--- src/pkg/dss_pkg.sv ---
// constants, field layout and carrier types of the daylight saving scheduler
package dss_pkg;
    // register offsets
    localparam logic [7:0] DSS_START_MONTH = 8'h20;
    localparam logic [7:0] DSS_START_WEEK_DAY = 8'h21;
    localparam logic [7:0] DSS_START_DATE = 8'h22;
    localparam logic [7:0] DSS_START_HOUR = 8'h23;
    localparam logic [7:0] DSS_END_MONTH = 8'h24;
    localparam logic [7:0] DSS_END_WEEK_DAY = 8'h25;
    localparam logic [7:0] DSS_END_DATE = 8'h26;
    localparam logic [7:0] DSS_END_HOUR = 8'h27;
    localparam int DSS_NUM_REGS = 8;
    // reset values
    localparam logic [7:0] DSS_RST_ZERO = 8'h00;
    localparam logic [7:0] DSS_RST_END_MONTH = 8'h10;
    // writable bits per register, index 0 is the start month
    localparam logic [63:0] DSS_WR_MASK = {8'h3f, 8'h3f, 8'h7f, 8'h1f,
                                           8'h3f, 8'h3f, 8'h7f, 8'h9f};
    // field positions
    localparam int DSS_ENABLE_BIT = 7;
    localparam int DSS_PRIO_BIT = 6;
    localparam int DSS_WEEK_LSB = 3;
    localparam int DSS_DOW_LSB = 0;
    localparam int DSS_PM_BIT = 5;
    localparam int DSS_H24_BIT = 7;
    localparam logic [2:0] DSS_LAST_WEEK = 3'h7;
    localparam logic [4:0] DSS_DAYS_IN_WEEK = 5'h07;

    // one access from the serial register engine
    typedef struct packed {
        logic wrEn;
        logic rdEn;
        logic [7:0] addr;
        logic [7:0] data;
    } dss_reg_req_t;

    // running calendar, date and time fields bcd as in the clock registers, leapYear a single flag bit
    typedef struct packed {
        logic [7:0] month;
        logic [7:0] date;
        logic [2:0] dayOfWeek;
        logic [7:0] hour;
        logic [7:0] minute;
        logic [7:0] second;
        logic leapYear;
    } dss_cal_t;

    // one schedule as held in four registers
    typedef struct packed {
        logic [7:0] month;
        logic [7:0] weekDay;
        logic [7:0] date;
        logic [7:0] hour;
    } dss_sched_t;

    // hour correction handed to the timekeeper
    typedef struct packed {
        logic load;
        logic [7:0] value;
    } dss_hour_upd_t;
endpackage

--- src/rtl/dss_scheduler.sv ---
// daylight saving scheduler: schedule registers, calendar match, hour shift
//
// Summary of operation
// - bit 7 of start month register enables adjustment; off means no shift
// - first power-up clears the enable bit
// - writing the enable to zero clears the adjusted flag unless a forward shift sets it in the same cycle
// - start month uses clock month coding 1-12, resets to 00h
// - end month uses clock month coding 1-12, resets to 10h
// - start weekday priority set selects week and weekday matching
// - end weekday priority set selects week and weekday matching
// - start date matters only while start weekday priority is zero
// - end date matters only while end weekday priority is zero
// - low three bits of week/day registers hold weekday 0-6, reset zero
// - bits 3-5 hold week of month 1-5, code 7 means last week
// - date fields use clock date coding 1-31, reset zero
// - hour fields follow clock hour format without 24-hour select bit
// - start hour resets to zero
// - end hour resets to zero
`timescale 1ns/1ps
`default_nettype none
module dss_scheduler
    import dss_pkg::*;
(
    input wire logic clk,
    input wire logic sys_rst,
    input wire logic clkEn,
    input wire dss_reg_req_t regReq,
    input wire logic flagWrEn,
    input wire logic flagWrData,
    input wire dss_cal_t cal,
    input wire logic secTick,
    output logic [7:0] rdData,
    output dss_hour_upd_t hourUpd,
    output logic daylightAdjusted
);
    logic [63:0] contents;
    logic inRange;
    logic [2:0] regIndex;
    logic bankWr;
    logic bankRd;
    dss_sched_t startSched;
    dss_sched_t endSched;
    logic daylightSavingEnable;
    logic enableClearWrite;
    logic [4:0] dateBin;
    logic [3:0] monthBin;
    logic [4:0] daysInMonth;
    logic [2:0] weekOfMonth;
    logic isLastWeek;
    logic topOfHour;
    logic startHit;
    logic endHit;
    logic doForward;
    logic doReverse;
    logic endArmed;
    logic next_endArmed;
    logic next_daylightAdjusted;
    logic hourIs24;
    logic [7:0] hourFwd;
    logic [7:0] hourRev;

    // address decode, only the eight schedule bytes are claimed
    assign inRange = (regReq.addr >= DSS_START_MONTH) && (regReq.addr <= DSS_END_HOUR);
    assign regIndex = regReq.addr[2:0];
    assign bankWr = regReq.wrEn && inRange;
    assign bankRd = regReq.rdEn && inRange;

    dss_reg_bank u_bank (
        .clk(clk),
        .sys_rst(sys_rst),
        .clkEn(clkEn),
        .wrEn(bankWr),
        .rdEn(bankRd),
        .index(regIndex),
        .wrData(regReq.data),
        .rdData(rdData),
        .contents(contents)
    );

    // unpack the bank into the two schedules
    assign startSched = {contents[8*0 +: 8], contents[8*1 +: 8],
                         contents[8*2 +: 8], contents[8*3 +: 8]};
    assign endSched = {contents[8*4 +: 8], contents[8*5 +: 8],
                       contents[8*6 +: 8], contents[8*7 +: 8]};
    assign daylightSavingEnable = startSched.month[DSS_ENABLE_BIT];
    assign enableClearWrite = bankWr && (regReq.addr == DSS_START_MONTH)
                              && !regReq.data[DSS_ENABLE_BIT];

    // calendar in binary for week arithmetic
    assign dateBin = (5'(cal.date[5:4]) * 5'd10) + {1'b0, cal.date[3:0]}; // tens need 5 bits
    assign monthBin = cal.month[4] ? (cal.month[3:0] + 4'd10) : cal.month[3:0];

    // month length needs the leap flag so the last week is right in february
    assign daysInMonth = (monthBin == 4'd2) ? (cal.leapYear ? 5'd29 : 5'd28) :
                         ((monthBin == 4'd4) || (monthBin == 4'd6) ||
                          (monthBin == 4'd9) || (monthBin == 4'd11)) ? 5'd30 : 5'd31;

    // week of month counts from the first, days 1-7 are week 1
    assign weekOfMonth = (dateBin <= 5'd7) ? 3'd1 :
                         (dateBin <= 5'd14) ? 3'd2 :
                         (dateBin <= 5'd21) ? 3'd3 :
                         (dateBin <= 5'd28) ? 3'd4 : 3'd5;
    // last week: no further same weekday fits in the month
    assign isLastWeek = ({1'b0, dateBin} + {1'b0, DSS_DAYS_IN_WEEK}) > {1'b0, daysInMonth};

    // changes happen on the tick that starts the scheduled hour
    assign topOfHour = secTick && (cal.minute == 8'h00) && (cal.second == 8'h00);

    // day selection by weekday priority or by date
    function automatic logic day_match(input dss_sched_t s, input dss_cal_t c,
                                       input logic [2:0] wk, input logic last);
        logic [2:0] sWeek;
        logic weekOk;
        sWeek = s.weekDay[DSS_WEEK_LSB +: 3];
        weekOk = (sWeek == DSS_LAST_WEEK) ? last : (sWeek == wk);
        if (s.weekDay[DSS_PRIO_BIT])
            day_match = weekOk && (s.weekDay[DSS_DOW_LSB +: 3] == c.dayOfWeek);
        else
            day_match = (s.date[5:0] == c.date[5:0]);
    endfunction

    // hour field carries no 24-hour select bit, compare the low six bits
    assign startHit = (startSched.month[4:0] == cal.month[4:0])
                      && day_match(startSched, cal, weekOfMonth, isLastWeek)
                      && (startSched.hour[5:0] == cal.hour[5:0]);
    assign endHit = (endSched.month[4:0] == cal.month[4:0])
                    && day_match(endSched, cal, weekOfMonth, isLastWeek)
                    && (endSched.hour[5:0] == cal.hour[5:0]);

    // the bank itself holds week and weekday, matching reads them here
    assign doForward = daylightSavingEnable && topOfHour && startHit;
    // reverse needs the arm so the repeated hour is left alone
    assign doReverse = daylightSavingEnable && topOfHour && endHit && endArmed
                       && !doForward;

    // the new hour follows the clock's own 12/24 mode
    assign hourIs24 = cal.hour[DSS_H24_BIT];

    function automatic logic [7:0] hour_inc(input logic [7:0] h);
        logic [7:0] r;
        r = h;
        if (h[DSS_H24_BIT])
        begin
            if (h[5:0] == 6'h23)
                r[5:0] = 6'h00;
            else if (h[3:0] == 4'h9)
                r[5:0] = {h[5:4] + 2'd1, 4'h0};
            else
                r[3:0] = h[3:0] + 4'd1;
        end
        else
        begin
            if (h[4:0] == 5'h11)
                r[5:0] = {~h[DSS_PM_BIT], 5'h12};
            else if (h[4:0] == 5'h12)
                r[4:0] = 5'h01;
            else if (h[3:0] == 4'h9)
                r[4:0] = 5'h10;
            else
                r[3:0] = h[3:0] + 4'd1;
        end
        hour_inc = r;
    endfunction

    function automatic logic [7:0] hour_dec(input logic [7:0] h);
        logic [7:0] r;
        r = h;
        if (h[DSS_H24_BIT])
        begin
            if (h[5:0] == 6'h00)
                r[5:0] = 6'h23;
            else if (h[3:0] == 4'h0)
                r[5:0] = {h[5:4] - 2'd1, 4'h9};
            else
                r[3:0] = h[3:0] - 4'd1;
        end
        else
        begin
            if (h[4:0] == 5'h12)
                r[5:0] = {~h[DSS_PM_BIT], 5'h11};
            else if (h[4:0] == 5'h01)
                r[4:0] = 5'h12;
            else if (h[4:0] == 5'h10)
                r[4:0] = 5'h09;
            else
                r[3:0] = h[3:0] - 4'd1;
        end
        hour_dec = r;
    endfunction

    // limitation: a shift across midnight does not carry into the date
    assign hourFwd = hour_inc(cal.hour);
    assign hourRev = hour_dec(cal.hour);

    // a forward shift wins over any clear arriving in the same cycle
    assign next_daylightAdjusted = doForward ? 1'b1 :
                                   doReverse ? 1'b0 :
                                   enableClearWrite ? 1'b0 :
                                   flagWrEn ? flagWrData : daylightAdjusted;

    // rearm only once the calendar leaves the end schedule again
    assign next_endArmed = doReverse ? 1'b0 :
                           (!endHit ? 1'b1 : endArmed);

    // flag and arm; enable is cleared by the bank reset on power-up
    always_ff @(posedge clk)
    begin
        if (sys_rst)
        begin
            daylightAdjusted <= 1'b0;
            endArmed <= 1'b1;
        end
        else if (clkEn)
        begin
            daylightAdjusted <= next_daylightAdjusted;
            endArmed <= next_endArmed;
        end
    end

    // one-cycle load of the corrected hour into the timekeeper
    always_ff @(posedge clk)
    begin
        if (sys_rst)
            hourUpd <= '0;
        else if (clkEn)
        begin
            hourUpd.load <= doForward || doReverse;
            hourUpd.value <= doForward ? hourFwd : (doReverse ? hourRev : hourUpd.value);
        end
    end

    // reset level one edge ago, for the power-up checks
    logic prevRst;
    always_ff @(posedge clk)
    begin
        prevRst <= sys_rst;
    end

    chk_enable_reset_clear: assert property (@(posedge clk)
        $fell(sys_rst) |-> !daylightSavingEnable && (endSched.month == DSS_RST_END_MONTH))
        else $error("enable or end month wrong after reset");

    chk_fields_reset_zero: assert property (@(posedge clk)
        prevRst && !sys_rst |-> startSched.hour == 8'h00 && endSched.hour == 8'h00
                                && startSched.date == 8'h00 && startSched.weekDay == 8'h00)
        else $error("schedule fields not zero after reset");

    chk_disabled_no_shift: assert property (@(posedge clk) disable iff (sys_rst)
        clkEn && !daylightSavingEnable |=> !hourUpd.load)
        else $error("hour shifted while disabled");

    chk_flag_cleared_off: assert property (@(posedge clk) disable iff (sys_rst)
        clkEn && enableClearWrite && !doForward |=> !daylightAdjusted)
        else $error("adjusted flag survived enable clear");

    chk_forward_sets_flag: assert property (@(posedge clk) disable iff (sys_rst)
        clkEn && doForward |=> daylightAdjusted && hourUpd.load && hourUpd.value == $past(hourFwd))
        else $error("forward shift incomplete");

    chk_reverse_clears_flag: assert property (@(posedge clk) disable iff (sys_rst)
        clkEn && doReverse |=> !daylightAdjusted && hourUpd.load
                               && hourUpd.value == $past(hourRev))
        else $error("reverse shift incomplete");

    chk_reverse_once: assert property (@(posedge clk) disable iff (sys_rst)
        clkEn && doReverse |=> !endArmed)
        else $error("reverse arm not dropped");

    chk_date_ignored_prio: assert property (@(posedge clk) disable iff (sys_rst)
        startSched.weekDay[DSS_PRIO_BIT] && startSched.month[4:0] == cal.month[4:0]
        && startSched.hour[5:0] == cal.hour[5:0]
        && startSched.weekDay[2:0] == cal.dayOfWeek
        && startSched.weekDay[5:3] == weekOfMonth |-> startHit)
        else $error("date used despite weekday priority");

    chk_last_week_hit: assert property (@(posedge clk) disable iff (sys_rst)
        isLastWeek == (dateBin > daysInMonth - 5'd7))
        else $error("last week not recognised");

    chk_load_pulse: assert property (@(posedge clk) disable iff (sys_rst)
        hourUpd.load && clkEn |=> !hourUpd.load)
        else $error("hour load longer than one cycle");

    cov_forward: cover property (@(posedge clk) disable iff (sys_rst) doForward);
    cov_reverse: cover property (@(posedge clk) disable iff (sys_rst) doReverse);
    cov_repeat_blocked: cover property (@(posedge clk) disable iff (sys_rst)
        topOfHour && endHit && !endArmed && daylightSavingEnable);
    cov_enable_clear: cover property (@(posedge clk) disable iff (sys_rst)
        enableClearWrite && daylightAdjusted);
endmodule
`default_nettype wire

--- src/rtl/dss_reg_bank.sv ---
// eight byte schedule register bank with registered read data
`timescale 1ns/1ps
`default_nettype none
module dss_reg_bank
    import dss_pkg::*;
(
    input wire logic clk,
    input wire logic sys_rst,
    input wire logic clkEn,
    input wire logic wrEn,
    input wire logic rdEn,
    input wire logic [2:0] index,
    input wire logic [7:0] wrData,
    output logic [7:0] rdData,
    output logic [63:0] contents
);
    logic [7:0] rdSel;

    // one byte per entry, only writable bits ever change
    genvar i;
    generate
        for (i = 0; i < DSS_NUM_REGS; i++)
        begin : g_entry
            localparam logic [7:0] RST_VAL = (i == 4) ? DSS_RST_END_MONTH : DSS_RST_ZERO;
            localparam logic [7:0] MASK = DSS_WR_MASK[8*i +: 8];
            logic [7:0] entry;
            wire hit = wrEn && (index == 3'(i));
            // each byte owns its flop so no slice of contents has two writers
            always_ff @(posedge clk)
            begin
                if (sys_rst)
                    entry <= RST_VAL;
                else if (clkEn && hit)
                    entry <= wrData & MASK;
            end
            assign contents[8*i +: 8] = entry;
        end
    endgenerate

    assign rdSel = contents[8*index +: 8];

    // read data held until the next read so the serial engine can shift it
    always_ff @(posedge clk)
    begin
        if (sys_rst)
            rdData <= DSS_RST_ZERO;
        else if (clkEn && rdEn)
            rdData <= rdSel;
    end
endmodule
`default_nettype wire

--- config.mk ---
export PLATFORM = sky130hd
export DESIGN_NAME = dss_scheduler
export DESIGN_NICKNAME = d
export VERILOG_FILES = /design/src/pkg/dss_pkg.sv /design/src/rtl/dss_scheduler.sv /design/src/rtl/dss_reg_bank.sv
export SDC_FILE = /design/constraint.sdc
export NUM_CORES = 1
export LEC_CHECK = 0
export BUFFER_PORTS_ARGS = -buffer_cell sky130_fd_sc_hd__buf_2
export CORE_ASPECT_RATIO = 1.1
export CORE_MARGIN = 8
export CORE_UTILIZATION = 40
export CTS_CLUSTER_DIAMETER = 150
export DETAILED_ROUTE_END_ITERATION = 10
export PLACE_DENSITY = 0.65
export SLEW_MARGIN = 15
export SYNTH_ARGS = -nofsm -noshare
export SYNTH_HDL_FRONTEND = slang
export SYNTH_SLANG_ARGS = --single-unit
--- constraint.sdc ---
create_clock -name clk -period 3.8 [get_ports clk]
set_input_delay 0.76 -clock clk [delete_from_list [all_inputs] [get_ports clk]]
set_output_delay 0.76 -clock clk [all_outputs]
set_load 0.005 [all_outputs]
### Yosys cells after proc, flatten, opt, wreduce, memory -nomap -nowiden

Index checks and enable logic that the tools add are counted.

* output and inout bits: 18
* flip-flop bits (word level): 68
* logic and storage cells: 150
* input bits: 68

* equal/unequal tests: 32
* multiplexer cells: 37
* bitwise gates (word level): 1
* add/sub/neg operators: 7
* reduce and logical (&&, ||, !) cells: 51
* shift operators: 1
* multipliers: 1
* $lt $le $gt $ge: 7

Operators with widths (count)
* indexed part select 64 x 7 -> 8 bit: 1
* logical AND 1 bit: 35
* equality test 6 bit: 4
* 2-to-1 mux 6 bit: 4
* 2-to-1 mux 5 bit: 4
* equality test 3 bit (second input constant): 6
* 2-to-1 mux 1 bit: 17
* zero test 8 bit: 2
* 2-to-1 mux 4 bit: 4
* 2-to-1 mux 8 bit: 2
* equality test 5 bit (second input constant): 3
* equality test 3 bit: 4
* equality test 4 bit (second input constant): 3
* equality test 5 bit: 2
* <= comparator 5 bit (second input constant): 2
* 2-to-1 mux 3 bit: 3
* equality test 4 x 3 -> 1 bit (second input constant): 2
* equality test 8 x 6 -> 1 bit (second input constant): 1
* greater-or-equal comparator 8 x 6 -> 1 bit (second input constant): 1
* <= comparator 8 x 6 -> 1 bit (second input constant): 1
* adder 5 x 3 -> 6 bit (second input constant): 1
* equality test 3 x 2 -> 1 bit (second input constant): 2
* equality test 6 bit (second input constant): 1
* > comparator 6 x 5 -> 1 bit: 1
* other kinds (23): 31

### Logic depth before layout (Yosys ltp)

* word-level depth: 19
* depth in mapped cells: 17
* depth with buffers taken out: 16

### Cells and area by module

Synthesis repeated with hierarchy kept, for this count alone.

* cells, all modules: 641
* area, all modules: 5126.2 µm²

Modules (own cells, without submodules)
* dss_reg_bank: seq. area each 1141.1 µm², times used 1, area each 2738.9 µm², cells an instance 311
* dss_scheduler: seq. area each 220.2 µm², times used 1, area each 2387.3 µm², cells an instance 330

### Least setup slack after synthesis

Ideal clock, no wire load.

* path kind: input-to-reg
* start: in cal[39] (netlist bit)
* end: reg hourUpd[5] (netlist bit)
* setup time: 128 ps
* slack: 198 ps
* arrival: 3475 ps
* stages on the path: 16
* path buffers: 2
* cells stage by stage: clkbuf_1 > xor2_1 > nor2_1 > nand2_1 > o21ai_0 > a221oi_1 > ha_1 > a2bb2oi_1 > a31o_2 > o22ai_1 > a211o_1 > a31oi_1 > buf_2 > mux2_2 > mux2i_1 > nor2_1

* cells in the longest elaborated chain, start to end: 19
* elaborated cells between the ends (all ways): 33
* classes of those cells: 1 x add/sub; 1 x order compare; 7 x eq/ne; 8 x mux; 16 x reduce/logical

Ends and longest elaborated chain
* from (decl): RTL line dss_scheduler.sv:30 `input wire dss_cal_t cal,`
* adder 4 bit: RTL line dss_scheduler.sv:91 `assign monthBin = cal.month[4] ? (cal.month[3:0] + 4'd10) : cal.month[3:0];`
* 2-to-1 mux 4 bit: RTL line dss_scheduler.sv:91
* equality test 4 x 3 -> 1 bit: RTL line dss_scheduler.sv:95 `((monthBin == 4'd4) || (monthBin == 4'd6) ||`
* logical OR 1 bit (2 in a row): RTL line dss_scheduler.sv:95
* logical OR 1 bit: RTL line dss_scheduler.sv:96 `(monthBin == 4'd9) || (monthBin == 4'd11)) ? 5'd30 : 5'd31;`
* 2-to-1 mux 1 bit: RTL line dss_scheduler.sv:96
* 2-to-1 mux 2 bit: RTL line dss_scheduler.sv:94 `assign daysInMonth = (monthBin == 4'd2) ? (cal.leapYear ? 5'd29 : 5'd28) :`
* > comparator 6 x 5 -> 1 bit: RTL line dss_scheduler.sv:104 `assign isLastWeek = ({1'b0, dateBin} + {1'b0, DSS_DAYS_IN_WEEK}) > {1'b0, daysInMonth};`
* (+2 left out)
* 2-to-1 mux 1 bit: RTL line dss_scheduler.sv:116 `if (s.weekDay[DSS_PRIO_BIT])`
* logical AND 1 bit (on tied branches): RTL line dss_scheduler.sv:127, dss_scheduler.sv:124
* logical AND 1 bit (on tied branches): RTL line dss_scheduler.sv:128, dss_scheduler.sv:125
* logical AND 1 bit (on tied branches): RTL line dss_scheduler.sv:133, dss_scheduler.sv:131
* logical AND 1 bit or zero test 1 bit (tied branches): RTL line dss_scheduler.sv:133, dss_scheduler.sv:134
* logical AND 1 bit: RTL line dss_scheduler.sv:134 `&& !doForward;`
* nonzero test 2 bit (no line)
* AND reduction 2 bit (no line)
* to (decl): RTL line dss_scheduler.sv:33 `output dss_hour_upd_t hourUpd,`

Parallel ways exist; a longest one is shown, timed or not.
A chain may end at the register's enable or synchronous reset.

### Worst setup path after layout

* start: in cal[37] (netlist bit)
* end: reg hourUpd[0] (netlist bit)

Same word-level chain as after synthesis.

==> results.py <==
metrics = {
    "outcome": {
        "status": "completed",
    },
    "placed_design": {
        "port_buffers": 80,
        "place_ws_ns": -0.4288,
        "gp_routability_congestion": 0.8610,
        "dpl_cell_area_um2": 5371,
        "hpwl_um": 10750,
    },
    "pwr": {
        "switchingPower_uw": 498.5,
        "comb_power_share": 0.178,
        "swShare": 0.2657,
        "leakage_uw": 0.002502,
        "pwr-share-seq": 0.381,
        "clkPwrFrac": 0.441,
        "internal_power_uw": 1377,
        "irDropWorstVdd_mv": 0.2598,
        "power.density_nw_per_um2": 321.9,
    },
    "sta": {
        "min_period_over_period": 0.9618,
        "setup_ws_ns": 0.1451,
        "setup_viol": 0,
        "finalSetupTns_ns": 0,
        "worst_pin_slew_ns": 0.7666,
        "hold_viol_final": 0,
        "fin_skew_ns": 0.008548,
        "min_period_ns": 3.655,
        "drv_slew": 0,
        "fmax_mhz": 273.6,
        "slew_headroom": 0.4870,
    },
    "worst_setup_path": {
        "crit_buf_inv": 2,
        "slowest_delay_ns": 0.32,
        "endpoint_kind": "flop",
        "worstPathCellList": "buf_2 > ha_4 > nor3b_2 > a21oi_1 > nor3_2 > ha_1 > nor2b_4 > a2bb2oi_2 > a31o_2 > a211o_1 > a41oi_4 > a21oi_4 > o21ai_4 > clkbuf_16 > mux2i_1 > nor2_1",
        "path_class": "primary input to flop",
        "critPathLaunchType": "primary input",
        "required_ns": 4.00,
        "crit_arrival_ns": 3.86,
        "cp_top_family": "compound AO/OA/AOI/OAI gates",
        "critPathSlowestCell": "nor3_2",
        "worstPathMaxFanout": 5,
        "worst-path-stages": 16,
        "r2r_cells": 10,
    },
    "clock_tree": {
        "htreeDepth": 3,
        "clkTransAtPathRegs_ns": 0.06,
        "clk_latency_ns": 0.34,
        "clockBufferDepth": 2,
        "cts_buffers": 9,
        "clkSinkCount": 68,
        "ctsHoldBuffers": 0,
        "cts_root_buf": "clkbuf_16",
        "cts_tree": "yes",
    },
    "finish": {
        "nNetsFinal": 728,
        "antenna_cells": 0,
        "final_area_um2": 5827,
        "drive_gt1_frac": 0.2616,
        "layout_commonest_cell": "nor2_1",
        "syn_to_final_growth_pct": 25.26,
        "final_cell_mix": "88 x nor2_1, 79 x buf_2, 68 x dfxtp_1",
    },
    "synthesis": {
        "yosysTopAreaCell": "dfxtp_1",
        "ys.flop_type": "dfxtp_1",
        "yosysSeqAreaShare": 0.2926,
        "synth_seq_cells": 68,
        "synth_edf_count": 0,
        "synth_top_area_share": 0.2926,
        "synth_area_um2": 4652,
        "syn_nets": 634,
        "synth_cells": 547,
        "ys_top_cells_by_area": "dfxtp_1 29%, mux2i_1 14%, nor2_1 7.1%, xnor2_1 5.3%, ha_1 4.8%",
        "yosysWarnings": 0,
        "async_flop_share": 0,
        "avgSynthCellArea_um2": 8.505,
        "yosysUniqueCellTypes": 60,
    },
    "global_route": {
        "grt_antenna_before_repair": 0,
        "grt_pass1_wl_um": 22090,
        "grt_pass1_vias": 4396,
        "grt_start_max_net_pins": 34,
        "gr-total-overflow": 0,
        "grt.total_usage": 0.1778,
    },
    "detailed_routing": {
        "drt_iter0_drc": 271,
        "wl_um": 13670,
        "vias": 4315,
        "drc": 0,
        "wl_per_cell_um": 17.17,
        "drt-pass1-iter-count": 5,
        "ant_nets": 0,
        "via_per_inst": 5.421,
    },
    "floorplan": {
        "row_count": 41,
        "die_w_um": 118.8,
        "start_util": 0.4085,
        "die_area_um2": 15340,
        "die_h_um": 129.1,
        "io_pins": 86,
        "core-area_um2": 11390,
    },
    "hold_path": {
        "hold_path_class": "flop to flop",
        "min_delay_path_depth": 2,
    },
    "flow_run": {
        "cap_violations": 0,
    },
}
==> logic make-up (layout without fill, tap and decap cells) <==
| family | after synthesis | count (layout) | share of synthesized area |
|---|---|---|---|
| AND/OR/NAND/NOR | 205 | 205 | 0.2154 |
| AO/OA/AOI/OAI | 82 | 82 | 0.1162 |
| multiplexers | 76 | 76 | 0.1912 |
| flip-flops | 68 | 68 | 0.2926 |
| buffers and inverters | 49 | 148 | 0.04142 |
| XOR/XNOR | 48 | 48 | 0.09037 |
| adder cells (fa/ha/maj) | 19 | 19 | 0.05272 |
==> stage by stage <==
stage | hold WS, ns | instances | power (uW) | utilization
after floorplan | 0.4589 | 547 | 911.7 | -
after global placement | 0.4601 | 776 | 1031 | 0.4717
after detailed placement | 0.4703 | 776 | 1039 | 0.4717
after CTS | 0.4780 | 792 | 1863 | 0.4981
after global routing | 0.5094 | 796 | 1961 | 0.5116
final | 0.4721 | 796 | 1876 | 0.5116
==> state kept, by name, summed over array words and instances, names as in the netlist <==
name / count
daylightAdjusted: 1
endArmed: 1
u_bank.g_entry.entry: 49
u_bank.rdData: 8
hourUpd: 9
==> what timing repair did <==
item | 4_1_cts | 5_1_grt
setup buffers | 0 | 3
resized for setup | 1 | 20
cloned | 0 | 1
pin swaps | 0 | 13
endpoints found under the setup margin | 7 | 9
==> routing by layer <==
metal | wire [um] | GRT usage | vias to the layer above
met1 | 5511 | 0.1920 | 2079
met4 | 291 | 0.06925 | 0
met2 | 7307 | 0.3307 | 93
li1 | - | - | 2124
met5 | 0 | 0 | -
met3 | 560 | 0.04132 | 19
==> cell type report <==
class | instances | area, um^2
Sequential cell | 68 | 1361
Clock buffer | 10 | 229.0
Timing Repair Buffer | 119 | 729.5
Tap cell | 150 | 187.7
Inverter | 13 | 48.80
Clock inverter | 6 | 65.06
Multi-Input combinational cell | 430 | 3206
Fill cell | 1081 | 5562
==> worst paths after layout <==
check | slack [ns] | endpoint | startpoint
setup / recovery | 0.15 | hourUpd[0]$_SDFFE_PP0P_ | cal[37]
hold / removal | 0.47 | hourUpd[8]$_SDFFE_PP0P_ | hourUpd[8]$_SDFFE_PP0P_
setup reg to reg | 1.24 | hourUpd[0]$_SDFFE_PP0P_ | u_bank.g_entry[7].entry[3]$_SDFFE_PP0P_
hold reg to reg | 0.47 | hourUpd[8]$_SDFFE_PP0P_ | hourUpd[8]$_SDFFE_PP0P_
==> cell usage after synthesis, drive strengths merged, types with 5 or more instances <==
cell type,n
nand2b,10
nor4,6
a211o,5
o211ai,7
o21ai,12
nand4,8
ha,18
clkbuf,34
nand3,16
o22ai,5
nor2,88
a21oi,27
mux4,10
nor3,14
nand2,28
inv,13
xnor2,28
and3,6
nor2b,6
xor2,20
dfxtp,68
nand3b,8
mux2i,63
==> power groups by stage <==
stage          logic (uW)  registers, uW  clock network, uW
2_1_floorplan         181            730                  0
3_3_place_gp          301            730                  0
3_5_place_dp          309            730                  0
4_1_cts               311            715                837
5_1_grt               370            715                877
6_report              334            715                826
==> worst reg2reg max path: stages (launching register included) <==
cell       delay, ns
dfxtp_1         0.34
xnor2_1         0.22
nand4_1         0.12
nor3_1          0.58
nand2_1         0.12
a211o_1         0.38
a21oi_4         0.21
o21ai_4         0.09
clkbuf_16       0.16
mux2i_1         0.15
nor2_1          0.05
(Power assumes the default switching activity.)
